<file path="src/svm_pkg.sv">
// constants, field layouts and carrier types shared by the supply monitor files
// assumes a 50 MHz system clock and a 32-bit avalon-mm register port
package svm_pkg;

   // ==========================================================
   // register map (byte addresses)
   localparam int         ADDR_W      = 4;
   localparam logic [3:0] OFF_CTRL    = 4'h0;
   localparam logic [3:0] OFF_STATUS  = 4'h4;
   localparam logic [3:0] OFF_MASK    = 4'h8;
   localparam logic [3:0] OFF_FORCE   = 4'hC;

   // ==========================================================
   // field positions
   localparam int BIT_FLAG    = 5;
   localparam int BIT_ENABLE  = 4;
   localparam int BIT_REQ     = 0;
   localparam int BIT_SETTLED = 1;

   // ==========================================================
   // values after reset
   localparam logic [2:0] RST_LEVEL  = 3'h0;
   localparam logic       RST_ENABLE = 1'b0;
   localparam logic       RST_MASK   = 1'b0;

   // ==========================================================
   // timing
   localparam int CLK_PERIOD_NS   = 20;
   localparam int IRQ_DELAY_NS    = 20000;
   localparam int IRQ_DELAY_CYC   = (IRQ_DELAY_NS + CLK_PERIOD_NS - 1) / CLK_PERIOD_NS;
   localparam int STAB_DELAY_NS   = 100000;
   localparam int STAB_DELAY_CYC  = (STAB_DELAY_NS + CLK_PERIOD_NS - 1) / CLK_PERIOD_NS;
   localparam int CNT_W           = 13;

   // ==========================================================
   // trip levels in millivolts, index is the threshold select code
   localparam int MV_W = 13;
   localparam logic [7:0][MV_W-1:0] TRIP_MV = {
      13'h0FA0, 13'h0E10, 13'h0CE4, 13'h0BB8,
      13'h0A8C, 13'h0960, 13'h07D0, 13'h0708
   };

   // ==========================================================
   // carriers
   typedef struct packed {
      logic       detector_enable;
      logic [2:0] threshold_select;
   } svm_ctrl_t;

   typedef enum logic [0:0] {
      BUS_IDLE,
      BUS_ACK
   } svm_bus_state_t;

endpackage

</file>
<file path="src/svm_delay.sv">
// saturating run-time counter: done is high once run has held for limit cycles
// assumes limit_i is stable while run_i is high
`timescale 1ns/10ps
module svm_delay #(
   parameter int CW = 13
) (
   input  wire logic          mclk_i,
   input  wire logic          reset_i,
   input  wire logic          run_i,
   input  wire logic [CW-1:0] limit_i,
   output logic               done_o
);

   logic [CW-1:0] count;
   logic [CW-1:0] next_count;

   // restart whenever run drops, so a glitch never counts toward the delay
   always_comb begin
      next_count = count;
      if (!run_i) begin
         next_count = '0;
      end else if (count != limit_i) begin
         next_count = count + CW'(1);
      end
   end

   assign done_o = run_i && (count == limit_i);

   // ==========================================================
   // registers
   always_ff @(posedge mclk_i) begin
      if (reset_i) begin
         count <= '0;
      end else begin
         count <= next_count;
      end
   end

endmodule

</file>
<file path="src/svm_sync.sv">
// two-stage synchroniser for one level
// assumes the input may change at any time relative to mclk_i
`timescale 1ns/10ps
module svm_sync (
   input  wire logic mclk_i,
   input  wire logic reset_i,
   input  wire logic d_i,
   output logic      q_o
);

   logic stage1;
   logic next_stage1;
   logic next_q;

   // first stage feeds only the second one
   always_comb begin
      next_stage1 = d_i;
      next_q      = stage1;
   end

   // ==========================================================
   // registers
   always_ff @(posedge mclk_i) begin
      if (reset_i) begin
         stage1 <= 1'b0;
         q_o    <= 1'b0;
      end else begin
         stage1 <= next_stage1;
         q_o    <= next_q;
      end
   end

endmodule

</file>
<file path="src/svm_top.sv">
// supply voltage monitor control: register port, flag, delayed interrupt, wake
// assumes the analog comparator sits outside and reports supply-below-trip
//
// Decided for this implementation: the address map and the Avalon-MM interface to the registers.
`timescale 1ns/10ps

module svm_top #(
   parameter int STAB_CYCLES = svm_pkg::STAB_DELAY_CYC
) (
   input  wire logic                         mclk_i,
   input  wire logic                         reset_i,
   input  wire logic [svm_pkg::ADDR_W-1:0]   address_i,
   input  wire logic                         read_i,
   input  wire logic                         write_i,
   input  wire logic [31:0]                  writedata_i,
   input  wire logic [3:0]                   byteenable_i,
   output logic      [31:0]                  readdata_o,
   output logic                              waitrequest_o,
   input  wire logic                         comp_low_i,
   input  wire logic                         sleep_i,
   input  wire logic                         idle_i,
   output logic                              detector_on_o,
   output logic      [7:0]                   level_onehot_o,
   output logic      [svm_pkg::MV_W-1:0]     trip_mv_o,
   output logic                              irq_o,
   output logic                              wake_o
);

   // ==========================================================
   // state
   svm_pkg::svm_bus_state_t state;
   svm_pkg::svm_bus_state_t next_state;
   svm_pkg::svm_ctrl_t      ctrl;
   svm_pkg::svm_ctrl_t      next_ctrl;
   logic [31:0]             next_readdata;
   logic                    next_wait;
   logic                    req_flag;
   logic                    next_req_flag;
   logic                    mask;
   logic                    next_mask;
   logic                    low_supply_flag;
   logic                    next_flag;
   logic                    next_detector_on;
   logic [7:0]              next_onehot;
   logic [svm_pkg::MV_W-1:0] next_trip;
   logic                    next_irq;
   logic                    next_wake;
   logic                    delay_done_q;
   logic                    comp_sync;
   logic                    delay_done;
   logic                    settled;
   logic                    active;
   logic                    take_wr;
   logic                    irq_event;
   logic                    force_set;
   logic                    req_clear;

   // ==========================================================
   // comparator crossing and delay counters
   svm_sync u_sync (
      .mclk_i  (mclk_i),
      .reset_i (reset_i),
      .d_i     (comp_low_i),
      .q_o     (comp_sync)
   );

   // interrupt delay runs only while the flag stays high
   svm_delay #(.CW(svm_pkg::CNT_W)) u_irq_delay (
      .mclk_i  (mclk_i),
      .reset_i (reset_i),
      .run_i   (low_supply_flag),
      .limit_i (svm_pkg::CNT_W'(svm_pkg::IRQ_DELAY_CYC)),
      .done_o  (delay_done)
   );

   // settled only tells software the power-up delay has passed
   svm_delay #(.CW(svm_pkg::CNT_W)) u_stab_delay (
      .mclk_i  (mclk_i),
      .reset_i (reset_i),
      .run_i   (active),
      .limit_i (svm_pkg::CNT_W'(STAB_CYCLES)),
      .done_o  (settled)
   );

   // ==========================================================
   // detector control and flag
   always_comb begin
      active           = ctrl.detector_enable && !sleep_i;
      next_detector_on = active;
      next_flag        = active && comp_sync;
      next_trip        = svm_pkg::TRIP_MV[ctrl.threshold_select];
      next_onehot      = 8'h01 << ctrl.threshold_select;
   end

   always_ff @(posedge mclk_i) begin
      if (reset_i) begin
         detector_on_o   <= 1'b0;
         low_supply_flag <= 1'b0;
         trip_mv_o       <= svm_pkg::TRIP_MV[svm_pkg::RST_LEVEL];
         level_onehot_o  <= 8'h01;
      end else begin
         detector_on_o   <= next_detector_on;
         low_supply_flag <= next_flag;
         trip_mv_o       <= next_trip;
         level_onehot_o  <= next_onehot;
      end
   end

   // ==========================================================
   // register bus: one wait cycle, write lands when waitrequest is low
   always_comb begin
      next_state    = state;
      next_wait     = 1'b1;
      next_readdata = readdata_o;
      next_ctrl     = ctrl;
      next_mask     = mask;
      take_wr       = (state == svm_pkg::BUS_ACK) && write_i && byteenable_i[0];
      unique case (state)
         svm_pkg::BUS_IDLE: begin
            if (read_i || write_i) begin
               next_state    = svm_pkg::BUS_ACK;
               next_wait     = 1'b0;
               next_readdata = 32'h0000_0000;
               if (read_i) begin
                  unique case (address_i)
                     svm_pkg::OFF_CTRL: begin
                        next_readdata[svm_pkg::BIT_FLAG]   = low_supply_flag;
                        next_readdata[svm_pkg::BIT_ENABLE] = ctrl.detector_enable;
                        next_readdata[2:0]                 = ctrl.threshold_select;
                     end
                     svm_pkg::OFF_STATUS: begin
                        next_readdata[svm_pkg::BIT_REQ]     = req_flag;
                        next_readdata[svm_pkg::BIT_SETTLED] = settled;
                     end
                     svm_pkg::OFF_MASK: begin
                        next_readdata[svm_pkg::BIT_REQ] = mask;
                     end
                     default: begin
                        next_readdata = 32'h0000_0000; // unmapped and force read zero
                     end
                  endcase
               end
            end
         end
         svm_pkg::BUS_ACK: begin
            next_state = svm_pkg::BUS_IDLE;
            if (take_wr && address_i == svm_pkg::OFF_CTRL) begin
               // flag bit is never stored, so a write cannot touch it
               next_ctrl.detector_enable  = writedata_i[svm_pkg::BIT_ENABLE];
               next_ctrl.threshold_select = writedata_i[2:0];
            end
            if (take_wr && address_i == svm_pkg::OFF_MASK) begin
               next_mask = writedata_i[svm_pkg::BIT_REQ];
            end
         end
      endcase
   end

   always_ff @(posedge mclk_i) begin
      if (reset_i) begin
         state         <= svm_pkg::BUS_IDLE;
         waitrequest_o <= 1'b1;
         readdata_o    <= 32'h0000_0000;
         ctrl          <= '{svm_pkg::RST_ENABLE, svm_pkg::RST_LEVEL};
         mask          <= svm_pkg::RST_MASK;
      end else begin
         state         <= next_state;
         waitrequest_o <= next_wait;
         readdata_o    <= next_readdata;
         ctrl          <= next_ctrl;
         mask          <= next_mask;
      end
   end

   // ==========================================================
   // interrupt request, output and idle wake
   always_comb begin
      irq_event = delay_done && !delay_done_q;
      force_set = take_wr && address_i == svm_pkg::OFF_FORCE && writedata_i[svm_pkg::BIT_REQ];
      req_clear = take_wr && address_i == svm_pkg::OFF_STATUS && writedata_i[svm_pkg::BIT_REQ];
      next_req_flag = req_flag;
      if (req_clear) begin
         next_req_flag = 1'b0;
      end
      // an event in the clearing cycle must survive
      if (irq_event || force_set) begin
         next_req_flag = 1'b1;
      end
      next_irq  = next_req_flag && next_mask;
      // only a fresh rise wakes, so a preset request keeps idle undisturbed
      next_wake = irq_event && !req_flag && idle_i;
   end

   always_ff @(posedge mclk_i) begin
      if (reset_i) begin
         req_flag     <= 1'b0;
         delay_done_q <= 1'b0;
         irq_o        <= 1'b0;
         wake_o       <= 1'b0;
      end else begin
         req_flag     <= next_req_flag;
         delay_done_q <= delay_done;
         irq_o        <= next_irq;
         wake_o       <= next_wake;
      end
   end

   int unsigned hi_cnt;
   localparam int unsigned IRQ_MIN = svm_pkg::IRQ_DELAY_CYC;

   // helper: cycles the flag has been high
   always_ff @(posedge mclk_i) begin
      if (reset_i || !low_supply_flag) begin
         hi_cnt <= 0;
      end else if (hi_cnt < 32'hFFFF) begin
         hi_cnt <= hi_cnt + 1;
      end
   end
endmodule
</file>
<file path="config.mk">
export PLATFORM = sky130hd
export DESIGN_NAME = svm_top
export DESIGN_NICKNAME = d
export VERILOG_FILES = /design/src/svm_pkg.sv /design/src/svm_delay.sv /design/src/svm_sync.sv /design/src/svm_top.sv
export SDC_FILE = /design/constraint.sdc
export NUM_CORES = 1
export LEC_CHECK = 0
export ABC_AREA = 0
export BUFFER_PORTS_ARGS = -buffer_cell sky130_fd_sc_hd__buf_4
export CAP_MARGIN = 20
export CORE_ASPECT_RATIO = 1.5
export CORE_MARGIN = 4
export CORE_UTILIZATION = 45
export CTS_CLUSTER_DIAMETER = 40
export DETAILED_ROUTE_END_ITERATION = 10
export GPL_TIMING_DRIVEN = 0
export PLACE_DENSITY_LB_ADDON = 0.15
export SETUP_SLACK_MARGIN = 0.15
export SYNTH_ARGS = -nofsm -noshare
export SYNTH_HDL_FRONTEND = slang
export SYNTH_SLANG_ARGS = --single-unit
</file>
<file path="constraint.sdc">
create_clock -name mclk_i -period 5.4 [get_ports mclk_i]
set_clock_uncertainty 0.1 [all_clocks]
set_input_delay 0.54 -clock mclk_i [delete_from_list [all_inputs] [get_ports mclk_i]]
set_output_delay 0.54 -clock mclk_i [all_outputs]
set_load 0.05 [all_outputs]
</file>
Yosys cells after proc, flatten, opt, wreduce, memory -nomap -nowiden:

Memory sizes are Yosys's and may differ from the RTL's. A register that Yosys moved wholly into a read port is not among the register bits.
Cells that the tools add are included.

* equality and inequality tests: 7
* bitwise gates (word level): 3
* shift-type cells: 1
* reductions and logical operators: 27
* muxes and demuxes: 12
* $add $sub $neg: 2

Operator list (count)
* $add 13x1->13 const B: 2
* $logic_and 1x1->1: 16
* $eq 13x10->1 const B: 1
* $eq 13x13->1 const B: 1
* $ne 13x10->1 const B: 1
* $ne 13x13->1 const B: 1
* $eq 4x4->1 const B: 2
* $shl 1x3->8 const A: 1
* $mux 1: 7
* $mux 6: 1
* $reduce_or 2->1: 3
* $eq 4x3->1 const B: 1
* $logic_not 4->1: 1
* $pmux 1 s2: 2
* $reduce_and 2->1: 2
* $logic_not 1->1: 3
* $not 1->1: 3
* $pmux 1 s3: 1
* $logic_or 1x1->1: 2
* $mux 2: 1

* output and inout bits: 57
* bits in registers: 81
* memories: 1
* bits in read-only memories: 104

Memories
* (name not given): depth 8, bits a word 13, rd ports 1, clocked after Yosys merged registers in 1, wr ports 0, RTL line svm_top.sv:91 `next_trip = svm_pkg::TRIP_MV[ctrl.threshold_select];`

Logic depth before layout (Yosys ltp):

* depth after elaboration: 7
* depth in mapped cells: 6
* mapped depth without buffers: 6

Cells and area by module:

A second synthesis with hierarchy kept.

* cells, all modules: 345
* area total of the unflattened synthesis: 3289.4 sq um

Modules (own cells, without submodules)
* svm_delay: cells an instance 93, times used 2, sequential area each 260.2 sq um, area each 840.8 sq um
* svm_top: cells an instance 155, times used 1, sequential area each 720.7 sq um, area each 1555.2 sq um
* svm_sync: cells an instance 4, times used 1, sequential area each 40.0 sq um, area each 52.6 sq um

Worst setup path before layout:

OpenSTA, ideal clock, no wires.

* path kind: register to register
* from: register u_irq_delay.count[0]
* to: register wake_o
* setup slack: 3489 ps
* cell stages (with the launch flop): 7
* setup time: 87 ps
* period minus slack after synthesis: 1911 ps
* data arrival time: 1724 ps
* required time: 5213 ps
* path through: dfxtp_1 -> inv_1 -> ha_1 -> or4b_4 -> nor4_4 -> nand3b_2 -> nor4b_2

* cells in the longest elaborated chain, start to end: 5

Ends and longest elaborated chain
* from (decl): RTL line svm_delay.sv:14 `logic [CW-1:0] count;`
* from (signal assigned): RTL line svm_delay.sv:35 `count <= next_count;`
* $eq 13x10->1: RTL line svm_delay.sv:27 `assign done_o = run_i && (count == limit_i);`
* $logic_and 1x1->1: RTL line svm_delay.sv:27
* $logic_and 1x1->1: RTL line svm_top.sv:178 `irq_event = delay_done && !delay_done_q;`
* $logic_and 1x1->1 (2 in a row): RTL line svm_top.sv:191 `next_wake = irq_event && !req_flag && idle_i;`
* to (signal assigned): RTL line svm_top.sv:204 `wake_o <= next_wake;`
* to (decl): RTL line svm_top.sv:26 `output logic wake_o`

No other way between the ends.
A chain may end at the register's enable or synchronous reset.

Worst setup path in the final report:

* from: register u_irq_delay.count[0]
* to: register irq_o

* cells in the longest elaborated chain, start to end: 6

Ends and longest elaborated chain
* $eq 13x10->1: RTL line svm_delay.sv:27
* $logic_and 1x1->1: RTL line svm_delay.sv:27
* $logic_and 1x1->1: RTL line svm_top.sv:178
* $logic_or 1x1->1: RTL line svm_top.sv:186 `if (irq_event || force_set) begin`
* $mux 1: RTL line svm_top.sv:186
* $logic_and 1x1->1: RTL line svm_top.sv:189 `next_irq = next_req_flag && next_mask;`
* to (signal assigned): RTL line svm_top.sv:203 `irq_o <= next_irq;`
* to (decl): RTL line svm_top.sv:25 `output logic irq_o,`

No other way between the ends.

==> impl_metrics.tcl <==
set metrics [dict create \
    fp.dieW_um 72.8 \
    rr_endpoint "irq_o" \
    synth_ff_type "dfxtp_1" \
    drive_gt1_frac 0.245 \
    final_util 0.577 \
    yosysSeqAreaShare 0.452 \
    first_pass_iters 4 \
    synth_top_cell_by_area "dfxtp_1" \
    async_flop_share 0 \
    crit_path_max_incr_delay_ns 0.47 \
    final_nets 442 \
    gr-total-overflow 0 \
    cp_top_family "simple AND/OR/NAND/NOR gates" \
    ctsHoldBuffers 0 \
    muxShareOfSynthArea 0.0423 \
    p_total_uw 956 \
    cts_tree "done" \
    yosysWarnings 0 \
    maxSlewHeadroom 0.607 \
    startpoint "u_irq_delay.count[0]" \
    p_leak_nw 1.50 \
    cp-end-kind "flop" \
    cts_sinks 64 \
    die-area_sq_um 7660 \
    yosysTopAreaCellShare 0.452 \
    clockBufferDepth 2 \
    rows 35 \
    grt_max_degree 11 \
    critical_path.max_fanout 6 \
    synthAdderAreaFrac 0.0529 \
    cts_resized 0 \
    die_h_um 105 \
    hold_viol 0 \
    antenna_found_initial 0 \
    rsz0062_at_grt "false" \
    holdWs_ns 0.319 \
    place_area_sq_um 3350 \
    hp-class "in2reg" \
    yosys.area_share.simple 0.228 \
    critPathKind "reg2reg" \
    syn_area_per_cell_sq_um 9.42 \
    synth-compound-area-share 0.0648 \
    r2r_start "u_irq_delay.count[0]" \
    design_area_sq_um 3540 \
    cts_setup_buffers 0 \
    cp-endpoint "irq_o" \
    vias_per_cell 4.69 \
    insertion_delay_ns 0.33 \
    peakVddDrop_mv 0.189 \
    path_cells "inv_1 -> ha_1 -> or4b_4 -> nor4_4 -> nand3b_2 -> a211oi_1" \
    ant_nets 0 \
    syn_inst 301 \
    reg2reg_slack_ns 3.30 \
    fin_crit_ns 2.10 \
    io_pins 104 \
    synth_area_leaders "dfxtp_1 (45%), buf_4 (7.9%), ha_1 (5.3%), nor2_1 (5.2%), mux2i_1 (4.2%)" \
    start_util 0.463 \
    areaGrowthSynthToFinish_pct 24.8 \
    ff2ff_path_depth 6 \
    synthTopCellsByCount "dfxtp_1 (64), nor2_1 (39), buf_4 (30)" \
    grtUsageTotal 0.151 \
    core-area_sq_um 6130 \
    holdPathStages 2 \
    routedWlPerCell_um 11.7 \
    grt_pass1_wl_um 8940 \
    period_share 0.388 \
    slew_viol_final 0 \
    dp_hpwl_um 4210 \
    cp.depth 6 \
    grt_pass1_vias 2041 \
    gp_congestion 0.802 \
    setup_viol 0 \
    critPathRequiredTime_ns 5.54 \
    outcome "finished, final reports clean" \
    fmax_mhz 477 \
    routed_wl_um 5400 \
    ys_ff_latch 64 \
    yosysMostFrequentCell "dfxtp_1" \
    synth-edff-count 0 \
    p_per_area_nw_per_um2 270 \
    synthDistinctLibCells 47 \
    cts_inserted_buffers 9 \
    syn-cell-area_sq_um 2840 \
    synth_top_family_by_area "simple AND/OR/NAND/NOR gates" \
    drt_iter0_drc 78 \
    crit_path_top_delay_cell "or4b_4" \
    h-tree-depth 3 \
    antenna_cells 0 \
    clock-root-buffer "clkbuf_8" \
    tightest_slew_ns 0.582 \
    clk_pin_slew_worst_paths_ns 0.07 \
    port_buffers 42 \
    synth_xor_xnor_area_share 0.0525 \
    critPathBufInv 1 \
    cp-start-kind "flop" \
    arrival_ns 2.24 \
    vias 2160 \
    maxCapViolations 0 \
    drc 0 \
    setup_tns_ns 0 \
]
state kept, by name, summed over array words and instances (netlist names), 4 cells and up:
register	count
readdata_o	5
level_onehot_o	8
trip_mv_o	10
u_stab_delay.count	13
u_irq_delay.count	13
ctrl	4
area by class of cell:
| class | instances | area [sq um] |
|---|---|---|
| fill | 556 | 2590 |
| timing repair buffer | 42 | 315 |
| buffer | 37 | 251 |
| inverter | 13 | 48.8 |
| clock inverter | 4 | 45.0 |
| tap | 74 | 92.6 |
| clock buffer | 11 | 141 |
| sequential | 64 | 1280 |
| multi-input combinational | 216 | 1360 |
worst min-delay path by stage:
stage / slack, ns / end / startpoint
after floorplan: 0.31 / low_supply_flag / u_sync.q_o
after global placement: 0.32 / low_supply_flag / u_sync.q_o
after detailed placement: 0.32 / u_sync.q_o / u_sync.next_q
after CTS: 0.30 / u_sync.next_q / comp_low_i
after global routing: 0.34 / ctrl[2] / writedata_i[2]
final: 0.32 / u_sync.next_q / comp_low_i
worst reg2reg max path, delay by kind of cell, from the launching register on:
kind / cells / cell delay (ns)
adders and majority gates: 1 / 0.14
AOI/OAI and AO/OA: 1 / 0.26
and+or+nand+nor: 3 / 1.07
DFF: 1 / 0.34
buffers and inverters: 1 / 0.09
placed cells by master (no fill, tap or decap), types with 4 or more instances in the layout:
cell and instances:
clkbuf_8 10, buf_4 72, and2_1 11, nand4_1 5
dfxtp_1 64, nand2_1 9, nor4_1 5, xor2_1 7
clkbuf_1 7, nor2_1 39, or3_1 4, o21ai_0 6
nor3_1 4, mux2i_1 12, nand3_1 11, xnor2_1 10
a21oi_1 12, conb_1 30, or2_1 4, ha_1 12
a22oi_1 4, inv_1 11
metrics by stage:
| stage | cells | worst slack, ns |
|---|---|---|
| 5_1_grt | 461 | 3.17 |
| 4_1_cts | 461 | 3.25 |
| 3_5_place_dp | 446 | 3.27 |
| 6_report | 461 | 3.30 |
| 2_1_floorplan | 330 | 3.49 |
| 3_3_place_gp | 446 | 3.27 |
cell families after synthesis:
family          Yosys count
xor+xnor                 17
other cells               1
buf+inv                  50
fa+ha+maj                12
flops                    64
mux                      12
compound gates           30
simple gates            115
report_power, final:
| part | internal [mW] | total, mW | switching [mW] |
|---|---|---|---|
| Sequential | 0.474 | 0.475 | 0.000784 |
| Clock | 0.221 | 0.391 | 0.170 |
| Combinational | 0.0265 | 0.0899 | 0.0634 |
routing by layer:
metal | vias up | part of all wire | GRT usage | routed length, um
met5 | - | 0 | 0 | 0
met4 | 0 | 0.021 | 0.0739 | 112
met3 | 10 | 0.064 | 0.0563 | 346
met2 | 46 | 0.54 | 0.266 | 2890
met1 | 981 | 0.38 | 0.151 | 2050
li1 | 1123 | - | - | -
(Power assumes the default switching activity.)
